`config.mk`:
```
export PLATFORM = sky130hd
export DESIGN_NAME = mcp_control
export DESIGN_NICKNAME = d
export VERILOG_FILES = /design/src/design/mcp_pkg.sv /design/src/design/mcp_control.sv /design/src/design/mcp_window.sv
export SDC_FILE = /design/constraint.sdc
export NUM_CORES = 1
export LEC_CHECK = 0
export ABC_CLOCK_PERIOD_IN_PS = 5400
export BUFFER_PORTS_ARGS = -buffer_cell sky130_fd_sc_hd__buf_2
export CAP_MARGIN = 20
export CORE_MARGIN = 3
export CORE_UTILIZATION = 45
export CTS_BUF_LIST = sky130_fd_sc_hd__clkbuf_16
export DETAILED_ROUTE_END_ITERATION = 6
export PLACE_DENSITY = 0.89
export SETUP_SLACK_MARGIN = 0.2
export SLEW_MARGIN = 20
export SYNTH_ARGS = -nofsm -noshare
export SYNTH_HDL_FRONTEND = slang
export SYNTH_SLANG_ARGS = --single-unit
```
`constraint.sdc`:
```
create_clock -name clk_i -period 5.4 [get_ports clk_i]
set_clock_uncertainty 0.15 [all_clocks]
set_input_delay 0.54 -clock clk_i [delete_from_list [all_inputs] [get_ports clk_i]]
set_output_delay 0.54 -clock clk_i [all_outputs]
set_load 0.1 [all_outputs]
```
`src/design/mcp_pkg.sv`:
```
package mcp_pkg;

  // register location
  localparam logic [7:0] MCP_DATA_OFS   = 8'h55;
  localparam logic [7:0] MCP_IO_SHIFT   = 8'h20;
  localparam logic [7:0] MCP_IO_OFS     = MCP_DATA_OFS - MCP_IO_SHIFT;
  localparam logic [7:0] MCP_RESET_VAL  = 8'h00;

  // field positions
  localparam int MCP_BIT_CHG  = 0;
  localparam int MCP_BIT_VSEL = 1;
  localparam int MCP_BIT_PUD  = 4;
  localparam int MCP_BIT_DSE  = 5;
  localparam int MCP_BIT_DSO  = 6;
  localparam logic [7:0] MCP_IMPL_MASK = 8'h73;

  // timed windows, in clock cycles
  localparam int MCP_WIN_CYC    = 4;
  localparam int MCP_DSO_DLY    = 3;
  localparam int MCP_DSO_HOLD   = 3;
  localparam logic [2:0] MCP_WIN_W    = 3'h4;
  localparam logic [2:0] MCP_DLY_W    = 3'h3;
  localparam logic [2:0] MCP_HOLD_W   = 3'h3;

  // program memory (word addresses)
  localparam logic [15:0] MCP_APP_BASE = 16'h0000;
  localparam logic [1:0]  MCP_BSZ_2K   = 2'h0;
  localparam logic [15:0] MCP_BOOT_2K  = 16'h1C00;
  localparam logic [15:0] MCP_BOOT_1K  = 16'h1E00;
  localparam logic [15:0] MCP_BOOT_512 = 16'h1F00;
  localparam logic [15:0] MCP_BOOT_256 = 16'h1F80;

  typedef enum logic [2:0] {
    MCP_DS_IDLE = 3'h1,
    MCP_DS_WAIT = 3'h2,
    MCP_DS_LIVE = 3'h4
  } mcp_ds_e;

endpackage : mcp_pkg

```
`src/design/mcp_control.sv`:
```
// Notes on behaviour
// - vector select chooses application or boot base
// - boot base comes from size configuration
// - interrupts blocked through select plus one
// - without select write, block five cycles (write cycle plus four-cycle window)
// - global interrupt flag left untouched
// - change enable clears after four cycles
// - boot vectors plus app lock mute application
// - app vectors plus boot lock mute boot
// - detector off live after three, three long
// - sleep turns detector off only while live
// - pull-up disable kills every pull-up
// - register at data 0x55, io 0x35
// - implemented bits reset to zero
// - reset to boot starts at boot base
`timescale 1ns/1ps
`default_nettype none
module mcp_control
  import mcp_pkg::*;
(
  // clock and reset
  input  wire logic        clk_i,
  input  wire logic        nrst_i,
  // core register access
  input  wire logic [7:0]  addr_i,
  input  wire logic        io_space_i,
  input  wire logic        wr_i,
  input  wire logic        rd_i,
  input  wire logic [7:0]  wdata_i,
  output logic [7:0]       rdata_o,
  // configuration and core status
  input  wire logic [1:0]  boot_size_config_i,
  input  wire logic        reset_to_boot_config_i,
  input  wire logic        app_side_boot_lock_i,
  input  wire logic        boot_side_boot_lock_i,
  input  wire logic        exec_in_boot_i,
  input  wire logic        sleep_exec_i,
  input  wire logic        instr_done_i,
  // controls
  output logic [15:0]      vector_base_o,
  output logic [15:0]      reset_vector_o,
  output logic             irq_block_o,
  output logic             pullup_disable_o,
  output logic             detector_off_o
);
  logic        hit;
  logic        wr_hit;
  logic        chg_open;
  logic        dse_open;
  logic        vsel_r,  vsel_nxt;
  logic        pud_r,   pud_nxt;
  logic        dse_r,   dse_nxt;
  logic        chg_set;
  logic        vsel_wr;
  logic        post_r,  post_nxt;
  logic        dse_arm;
  logic        dso_wr;
  mcp_ds_e     ds_r,    ds_nxt;
  logic [2:0]  dcnt_r,  dcnt_nxt;
  logic [15:0] boot_base;
  logic [7:0]  rdata_nxt;
  logic [15:0] vbase_nxt;
  logic [15:0] rvec_nxt;
  logic        blk_nxt;
  logic        doff_nxt;

  assign hit    = io_space_i ? (addr_i == MCP_IO_OFS) : (addr_i == MCP_DATA_OFS);
  assign wr_hit = wr_i && hit;
  assign chg_set = wr_hit && wdata_i[MCP_BIT_CHG];
  // a select write only counts inside the window and with change enable written zero
  assign vsel_wr = wr_hit && chg_open && !wdata_i[MCP_BIT_CHG];
  assign dse_arm = wr_hit && wdata_i[MCP_BIT_DSE] && wdata_i[MCP_BIT_DSO];
  assign dso_wr  = wr_hit && dse_open && !wdata_i[MCP_BIT_DSE]
                   && wdata_i[MCP_BIT_DSO];

  // change enable window; kill on select write
  mcp_window u_chg (
    .clk_i   (clk_i),
    .nrst_i  (nrst_i),
    .start_i (chg_set),
    .kill_i  (vsel_wr),
    .len_i   (MCP_WIN_W),
    .open_o  (chg_open)
  );

  mcp_window u_dse (
    .clk_i   (clk_i),
    .nrst_i  (nrst_i),
    .start_i (dse_arm),
    .kill_i  (dso_wr),
    .len_i   (MCP_WIN_W),
    .open_o  (dse_open)
  );

  always_comb begin
    vsel_nxt = vsel_r;
    pud_nxt  = pud_r;
    dse_nxt  = dse_r;
    post_nxt = post_r;
    if (vsel_wr) begin
      vsel_nxt = wdata_i[MCP_BIT_VSEL];
      post_nxt = 1'b1;
    end else if (post_r && instr_done_i) begin
      post_nxt = 1'b0;
    end
    if (wr_hit) begin
      pud_nxt = wdata_i[MCP_BIT_PUD];
      dse_nxt = wdata_i[MCP_BIT_DSE];
    end
  end

  always_ff @(posedge clk_i or negedge nrst_i) begin
    if (!nrst_i) begin
      vsel_r <= MCP_RESET_VAL[MCP_BIT_VSEL];
      pud_r  <= MCP_RESET_VAL[MCP_BIT_PUD];
      dse_r  <= MCP_RESET_VAL[MCP_BIT_DSE];
      post_r <= 1'b0;
    end else begin
      vsel_r <= vsel_nxt;
      pud_r  <= pud_nxt;
      dse_r  <= dse_nxt;
      post_r <= post_nxt;
    end
  end

  // detector-off delay then live period
  always_comb begin
    ds_nxt   = ds_r;
    dcnt_nxt = dcnt_r;
    unique case (ds_r)
      MCP_DS_IDLE: begin
        if (dso_wr) begin
          ds_nxt   = MCP_DS_WAIT;
          dcnt_nxt = MCP_DLY_W - 3'h1;
        end
      end
      MCP_DS_WAIT: begin
        if (dcnt_r == 3'h0) begin
          ds_nxt   = MCP_DS_LIVE;
          dcnt_nxt = MCP_HOLD_W - 3'h1;
        end else begin
          dcnt_nxt = dcnt_r - 3'h1;
        end
      end
      MCP_DS_LIVE: begin
        if (dcnt_r == 3'h0) begin
          ds_nxt = MCP_DS_IDLE;
        end else begin
          dcnt_nxt = dcnt_r - 3'h1;
        end
      end
      default: begin
        ds_nxt   = MCP_DS_IDLE;
        dcnt_nxt = 3'h0;
      end
    endcase
  end

  always_ff @(posedge clk_i or negedge nrst_i) begin
    if (!nrst_i) begin
      ds_r   <= MCP_DS_IDLE;
      dcnt_r <= 3'h0;
    end else begin
      ds_r   <= ds_nxt;
      dcnt_r <= dcnt_nxt;
    end
  end

  // outputs, all registered
  always_comb begin
    unique case (boot_size_config_i)
      2'h0:    boot_base = MCP_BOOT_2K;
      2'h1:    boot_base = MCP_BOOT_1K;
      2'h2:    boot_base = MCP_BOOT_512;
      default: boot_base = MCP_BOOT_256;
    endcase
    rdata_nxt = 8'h00;
    if (rd_i && hit) begin
      rdata_nxt[MCP_BIT_DSO]  = (ds_r != MCP_DS_IDLE);
      rdata_nxt[MCP_BIT_DSE]  = dse_r;
      rdata_nxt[MCP_BIT_PUD]  = pud_r;
      rdata_nxt[MCP_BIT_VSEL] = vsel_r;
      rdata_nxt[MCP_BIT_CHG]  = chg_open;
    end
    vbase_nxt = vsel_nxt ? boot_base : MCP_APP_BASE;
    rvec_nxt  = reset_to_boot_config_i ? boot_base : MCP_APP_BASE;
    // block only gates servicing; the core's global flag is never written here
    blk_nxt = chg_set || chg_open || post_nxt
              || (vsel_nxt && app_side_boot_lock_i && !exec_in_boot_i)
              || (!vsel_nxt && boot_side_boot_lock_i && exec_in_boot_i);
    doff_nxt = sleep_exec_i && (ds_r == MCP_DS_LIVE);
  end

  always_ff @(posedge clk_i or negedge nrst_i) begin
    if (!nrst_i) begin
      rdata_o          <= 8'h00;
      vector_base_o    <= MCP_APP_BASE;
      reset_vector_o   <= MCP_APP_BASE;
      irq_block_o      <= 1'b0;
      pullup_disable_o <= 1'b0;
      detector_off_o   <= 1'b0;
    end else begin
      rdata_o          <= rdata_nxt & MCP_IMPL_MASK;
      vector_base_o    <= vbase_nxt;
      reset_vector_o   <= rvec_nxt;
      irq_block_o      <= blk_nxt;
      pullup_disable_o <= pud_nxt;
      detector_off_o   <= doff_nxt;
    end
  end

  // checks
  a_chg_blocks: assert property (@(posedge clk_i) disable iff (!nrst_i)
    chg_set |=> irq_block_o) else $error("change enable did not block");
  a_chg_expires: assert property (@(posedge clk_i) disable iff (!nrst_i)
    chg_set ##1 !wr_i [*4] |=> !chg_open)
    else $error("change window too long");
  a_vsel_guard: assert property (@(posedge clk_i) disable iff (!nrst_i)
    (!chg_open && wr_i) |=> $stable(vsel_r))
    else $error("select changed outside window");
  a_ds_delay: assert property (@(posedge clk_i) disable iff (!nrst_i)
    (dso_wr && ds_r == MCP_DS_IDLE) |=> (ds_r == MCP_DS_WAIT) [*3] ##1 (ds_r == MCP_DS_LIVE) [*3]
    ##1 (ds_r == MCP_DS_IDLE)) else $error("detector off timing wrong");
  a_doff_live: assert property (@(posedge clk_i) disable iff (!nrst_i)
    detector_off_o |-> $past(ds_r) == MCP_DS_LIVE)
    else $error("detector off outside live");
  a_pud_follow: assert property (@(posedge clk_i) disable iff (!nrst_i)
    wr_hit |=> pullup_disable_o == $past(wdata_i[MCP_BIT_PUD]))
    else $error("pull-up disable not applied");
  a_vbase_sel: assert property (@(posedge clk_i) disable iff (!nrst_i)
    vector_base_o == (vsel_r ? boot_base : MCP_APP_BASE) || $changed(boot_size_config_i))
    else $error("vector base wrong");
  a_lock_mute: assert property (@(posedge clk_i) disable iff (!nrst_i)
    (vsel_nxt && app_side_boot_lock_i && !exec_in_boot_i) |=> irq_block_o)
    else $error("locked app not muted");
  c_vsel_move: cover property (@(posedge clk_i) disable iff (!nrst_i)
    chg_set ##[1:4] vsel_wr);
  c_chg_lapse: cover property (@(posedge clk_i) disable iff (!nrst_i)
    chg_set ##1 chg_open [*4] ##1 !chg_open);
  c_doff: cover property (@(posedge clk_i) disable iff (!nrst_i) detector_off_o);
endmodule : mcp_control
`default_nettype wire

```
`src/design/mcp_window.sv`:
```
`timescale 1ns/1ps
`default_nettype none
// down-counting timed window
module mcp_window
  import mcp_pkg::*;
(
  input  wire logic       clk_i,
  input  wire logic       nrst_i,
  input  wire logic       start_i,
  input  wire logic       kill_i,
  input  wire logic [2:0] len_i,
  output logic            open_o
);
  logic [2:0] cnt_r;
  logic [2:0] cnt_nxt;

  always_comb begin
    cnt_nxt = cnt_r;
    if (start_i) begin
      cnt_nxt = len_i;
    end else if (kill_i) begin
      cnt_nxt = 3'h0;
    end else if (cnt_r != 3'h0) begin
      cnt_nxt = cnt_r - 3'h1;
    end
  end

  always_ff @(posedge clk_i or negedge nrst_i) begin
    if (!nrst_i) begin
      cnt_r <= 3'h0;
    end else begin
      cnt_r <= cnt_nxt;
    end
  end

  assign open_o = (cnt_r != 3'h0);
endmodule : mcp_window
`default_nettype wire

```
==> impl_metrics.env <==
export IMPL_power_leakage_nw=1.038
export IMPL_cp_arrival_ns=2.03
export IMPL_drive_gt1_share_pct=28.92
export IMPL_max_stage_delay_ns=0.37
export IMPL_areaGrowthSynthToFinish_pct=17.68
export IMPL_yosys_warnings=0
export IMPL_grt_pass1_vias=1111
export IMPL_path_class="reg -> reg"
export IMPL_grt_pass1_wl_um=4802
export IMPL_finalInstanceArea_sq_um=1916
export IMPL_drc_errors=0
export IMPL_clock_fmax_ghz=0.4959
export IMPL_clk_latency_ns=0.28
export IMPL_maxCapViolCount=0
export IMPL_fin_crit_ns=2.016
export IMPL_dp_hpwl_um=2383
export IMPL_nFillCells=308
export IMPL_swShare_pct=36.89
export IMPL_status="finished, final reports clean"
export IMPL_p_comb_share_pct=33.3
export IMPL_grt_max_degree=31
export IMPL_routed_wl_um=3061
export IMPL_yosysUniqueCellTypes=39
export IMPL_root_buffer="clkbuf_16"
export IMPL_port_buffer_count=45
export IMPL_ys_seq_area_share_pct=46.20
export IMPL_p_clk_share_pct=32.3
export IMPL_end_kind="flop"
export IMPL_setup_tns_ns=0
export IMPL_syn_avg_cell_area_sq_um=10.30
export IMPL_worstPathCellList="inv_1 -> ha_1 -> nor2b_1 -> nor3b_1 -> nand4_1 -> a32o_1"
export IMPL_drtAntennaViolNets=0
export IMPL_hp_class="in -> async"
export IMPL_cp_required_ns=5.41
export IMPL_final_net_count=238
export IMPL_rr_worst_depth=6
export IMPL_cts_resized_gates=0
export IMPL_synthTopCellsByArea="dfrtp_1 (45%), buf_4 (13%), ha_1 (4.6%)"
export IMPL_antenna_found_initial=0
export IMPL_rsz0062_at_grt="no"
export IMPL_path_buf_inv=1
export IMPL_cts_tree="built"
export IMPL_ir_drop_mv=0.2335
export IMPL_wire_per_inst_um=12.24
export IMPL_row_count=21
export IMPL_post_dp_cell_area_sq_um=1779
export IMPL_drv_slew=0
export IMPL_syn_instance_count=158
export IMPL_ys_seq_elements=30
export IMPL_power_density_nw_per_um2=412.6
export IMPL_internal_power_w=0.0004987
export IMPL_hold_buffers=0
export IMPL_grtUsageTotal_pct=15.11
export IMPL_tightest_slew_ns=0.6403
export IMPL_antenna_cells=0
export IMPL_post_cts_buffers=0
export IMPL_worst_path_stages=6
export IMPL_power_frac_seq_pct=34.5
export IMPL_startpoint_type="flop"
export IMPL_core_sq_um=3416
export IMPL_vias=1192
export IMPL_crit_path_top_delay_cell="dfrtp_1"
export IMPL_clk_path_buf_depth=2
export IMPL_finalHoldViolCount=0
export IMPL_die_height_um=66.15
export IMPL_finalNonFillerCells=250
export IMPL_first_pass_iters=4
export IMPL_netlist_area_sq_um=1628
export IMPL_setup_viol=0
export IMPL_critPathLaunch="u_dse.cnt_r[0]$_DFFE_PN0P_"
export IMPL_place_gp_congestion=0.7525
export IMPL_hold_ws_ns=0.1377
export IMPL_start_util_pct=47.66
export IMPL_cp_max_fo=5
export IMPL_reg2reg_from="u_dse.cnt_r[0]$_DFFE_PN0P_"
export IMPL_die_w_um=66.15
export IMPL_clk_pin_slew_ns=0.05
export IMPL_yosysTopAreaCell="dfrtp_1"
export IMPL_cts_made_buffers=5
export IMPL_yosys_area_top_type_share_pct=44.58
export IMPL_pin_count=72
export IMPL_drt_iter0_drc=66
export IMPL_place_inst=242
export IMPL_vias_per_cell=4.768
export IMPL_p_switching_w=0.0002916
export IMPL_maxSlewHeadroom_pct=57.31
export IMPL_grt_overflow_total=0
export IMPL_period_share_pct=37.34
export IMPL_critPathTopFamily="simple AND/OR/NAND/NOR gates"
export IMPL_dieArea_sq_um=4375
export IMPL_htreeDepth=2
export IMPL_cts_sinks=30
[cells by family (layout without fill, tap and decap cells)]
family | after synthesis | in the layout | share of synthesized area [%]
compound gates | 21 | 21 | 9.608
xor+xnor | 2 | 2 | 1.076
fa+ha+maj | 6 | 6 | 4.612
buf+inv | 41 | 65 | 15.91
flops | 30 | 30 | 46.20
mux | 7 | 7 | 4.765
other cells | 1 | 23 | 0.2304
simple gates | 50 | 50 | 17.60
[per-stage QoR]
stage | total power, W | setup slack, ns | util, %
6_report | 0.0007903 | 3.384 | 56.08
5_1_grt | 0.0008346 | 3.253 | 56.08
4_1_cts | 0.0007964 | 3.369 | 56.08
3_5_place_dp | 0.0005398 | 3.420 | 52.09
3_3_place_gp | 0.0005309 | 3.462 | 52.09
2_1_floorplan | 0.0005107 | 3.369 | -
[final timing paths]
path	end	slack, ns
hold / removal	rdata_o[4]$_DFF_PN0_	0.14
min in group clk_i	reset_vector_o[11]$_DFF_PN0_	0.26
hold reg to reg	dse_r$_DFFE_PN0N_	0.32
max in group asynchronous	reset_vector_o[11]$_DFF_PN0_	4.54
setup reg to reg	dcnt_r[0]$_DFFE_PN0P_	3.38
setup / recovery	dcnt_r[0]$_DFFE_PN0P_	3.38
[placed cells by master (no fill, tap or decap), types with 3 or more instances in the layout]
cell,synthesis,routed
nand2_1,11,11
mux2i_1,4,4
and2_1,4,4
conb_1,1,23
buf_2,0,45
clkinv_1,0,3
nor2_1,8,8
nor2b_1,7,7
nand2b_1,4,4
or3_1,3,3
clkbuf_16,0,5
ha_1,6,6
dfrtp_1,29,29
inv_1,12,12
o21ai_0,5,5
[power groups by stage]
stage	combinational, W	sequential [W]	clock (W)
6_report	0.000263	0.000272	0.000255
5_1_grt	0.000289	0.000276	0.000270
4_1_cts	0.000265	0.000273	0.000259
3_5_place_dp	0.000264	0.000276	0
3_3_place_gp	0.000257	0.000274	0
2_1_floorplan	0.000203	0.000308	0
[registers in the layout, summed over array words and instances (netlist names), 3 cells and up]
name            flops
u_chg.cnt_r         3
rdata_o             5
dcnt_r              3
u_dse.cnt_r         3
vector_base_o       4
ds_r                3
reset_vector_o      4
[final cells by class]
class,count,area [sq um],area share (%)
well taps,46,57.56,3.005
repair buffers,45,225.2,11.76
multi-input cells,109,699.4,36.51
flip-flops and latches,30,752.0,39.26
clock buffers,5,125.1,6.532
inverters,12,45.04,2.351
clock inverters,3,11.26,0.5879
[synth_stat cells (all sizes together)]
| cell type | count |
|---|---|
| and2 | 4 |
| clkbuf | 1 |
| nand4 | 2 |
| or3 | 3 |
| nor3 | 1 |
| nor3b | 3 |
| conb | 1 |
| xnor2 | 2 |
| nand2 | 12 |
| nor2b | 7 |
| a21oi | 2 |
| buf | 28 |
| a22oi | 1 |
| a211o | 1 |
| o2111a | 1 |
| o21ai | 6 |
| a32o | 2 |
| a22o | 2 |
| nor2 | 8 |
| ha | 6 |
| or2 | 1 |
| dfrtp | 29 |
| o32ai | 1 |
| dfstp | 1 |
| and3b | 2 |
| o22ai | 2 |
| and4bb | 1 |
| and4 | 1 |
| mux2i | 4 |
| and3 | 1 |
| o221a | 1 |
| inv | 12 |
| mux2 | 3 |
| o2111ai | 2 |
| nand2b | 4 |
[metal layers]
layer | share of wire [%] | global-route usage, % | vias up
met5 | 0 | 0 | -
met4 | 2.3 | 8.376 | 0
met2 | 47 | 23.30 | 53
met1 | 41 | 18.30 | 559
met3 | 9.6 | 5.272 | 7
li1 | - | - | 573
Power figures use the tool's default switching activity.
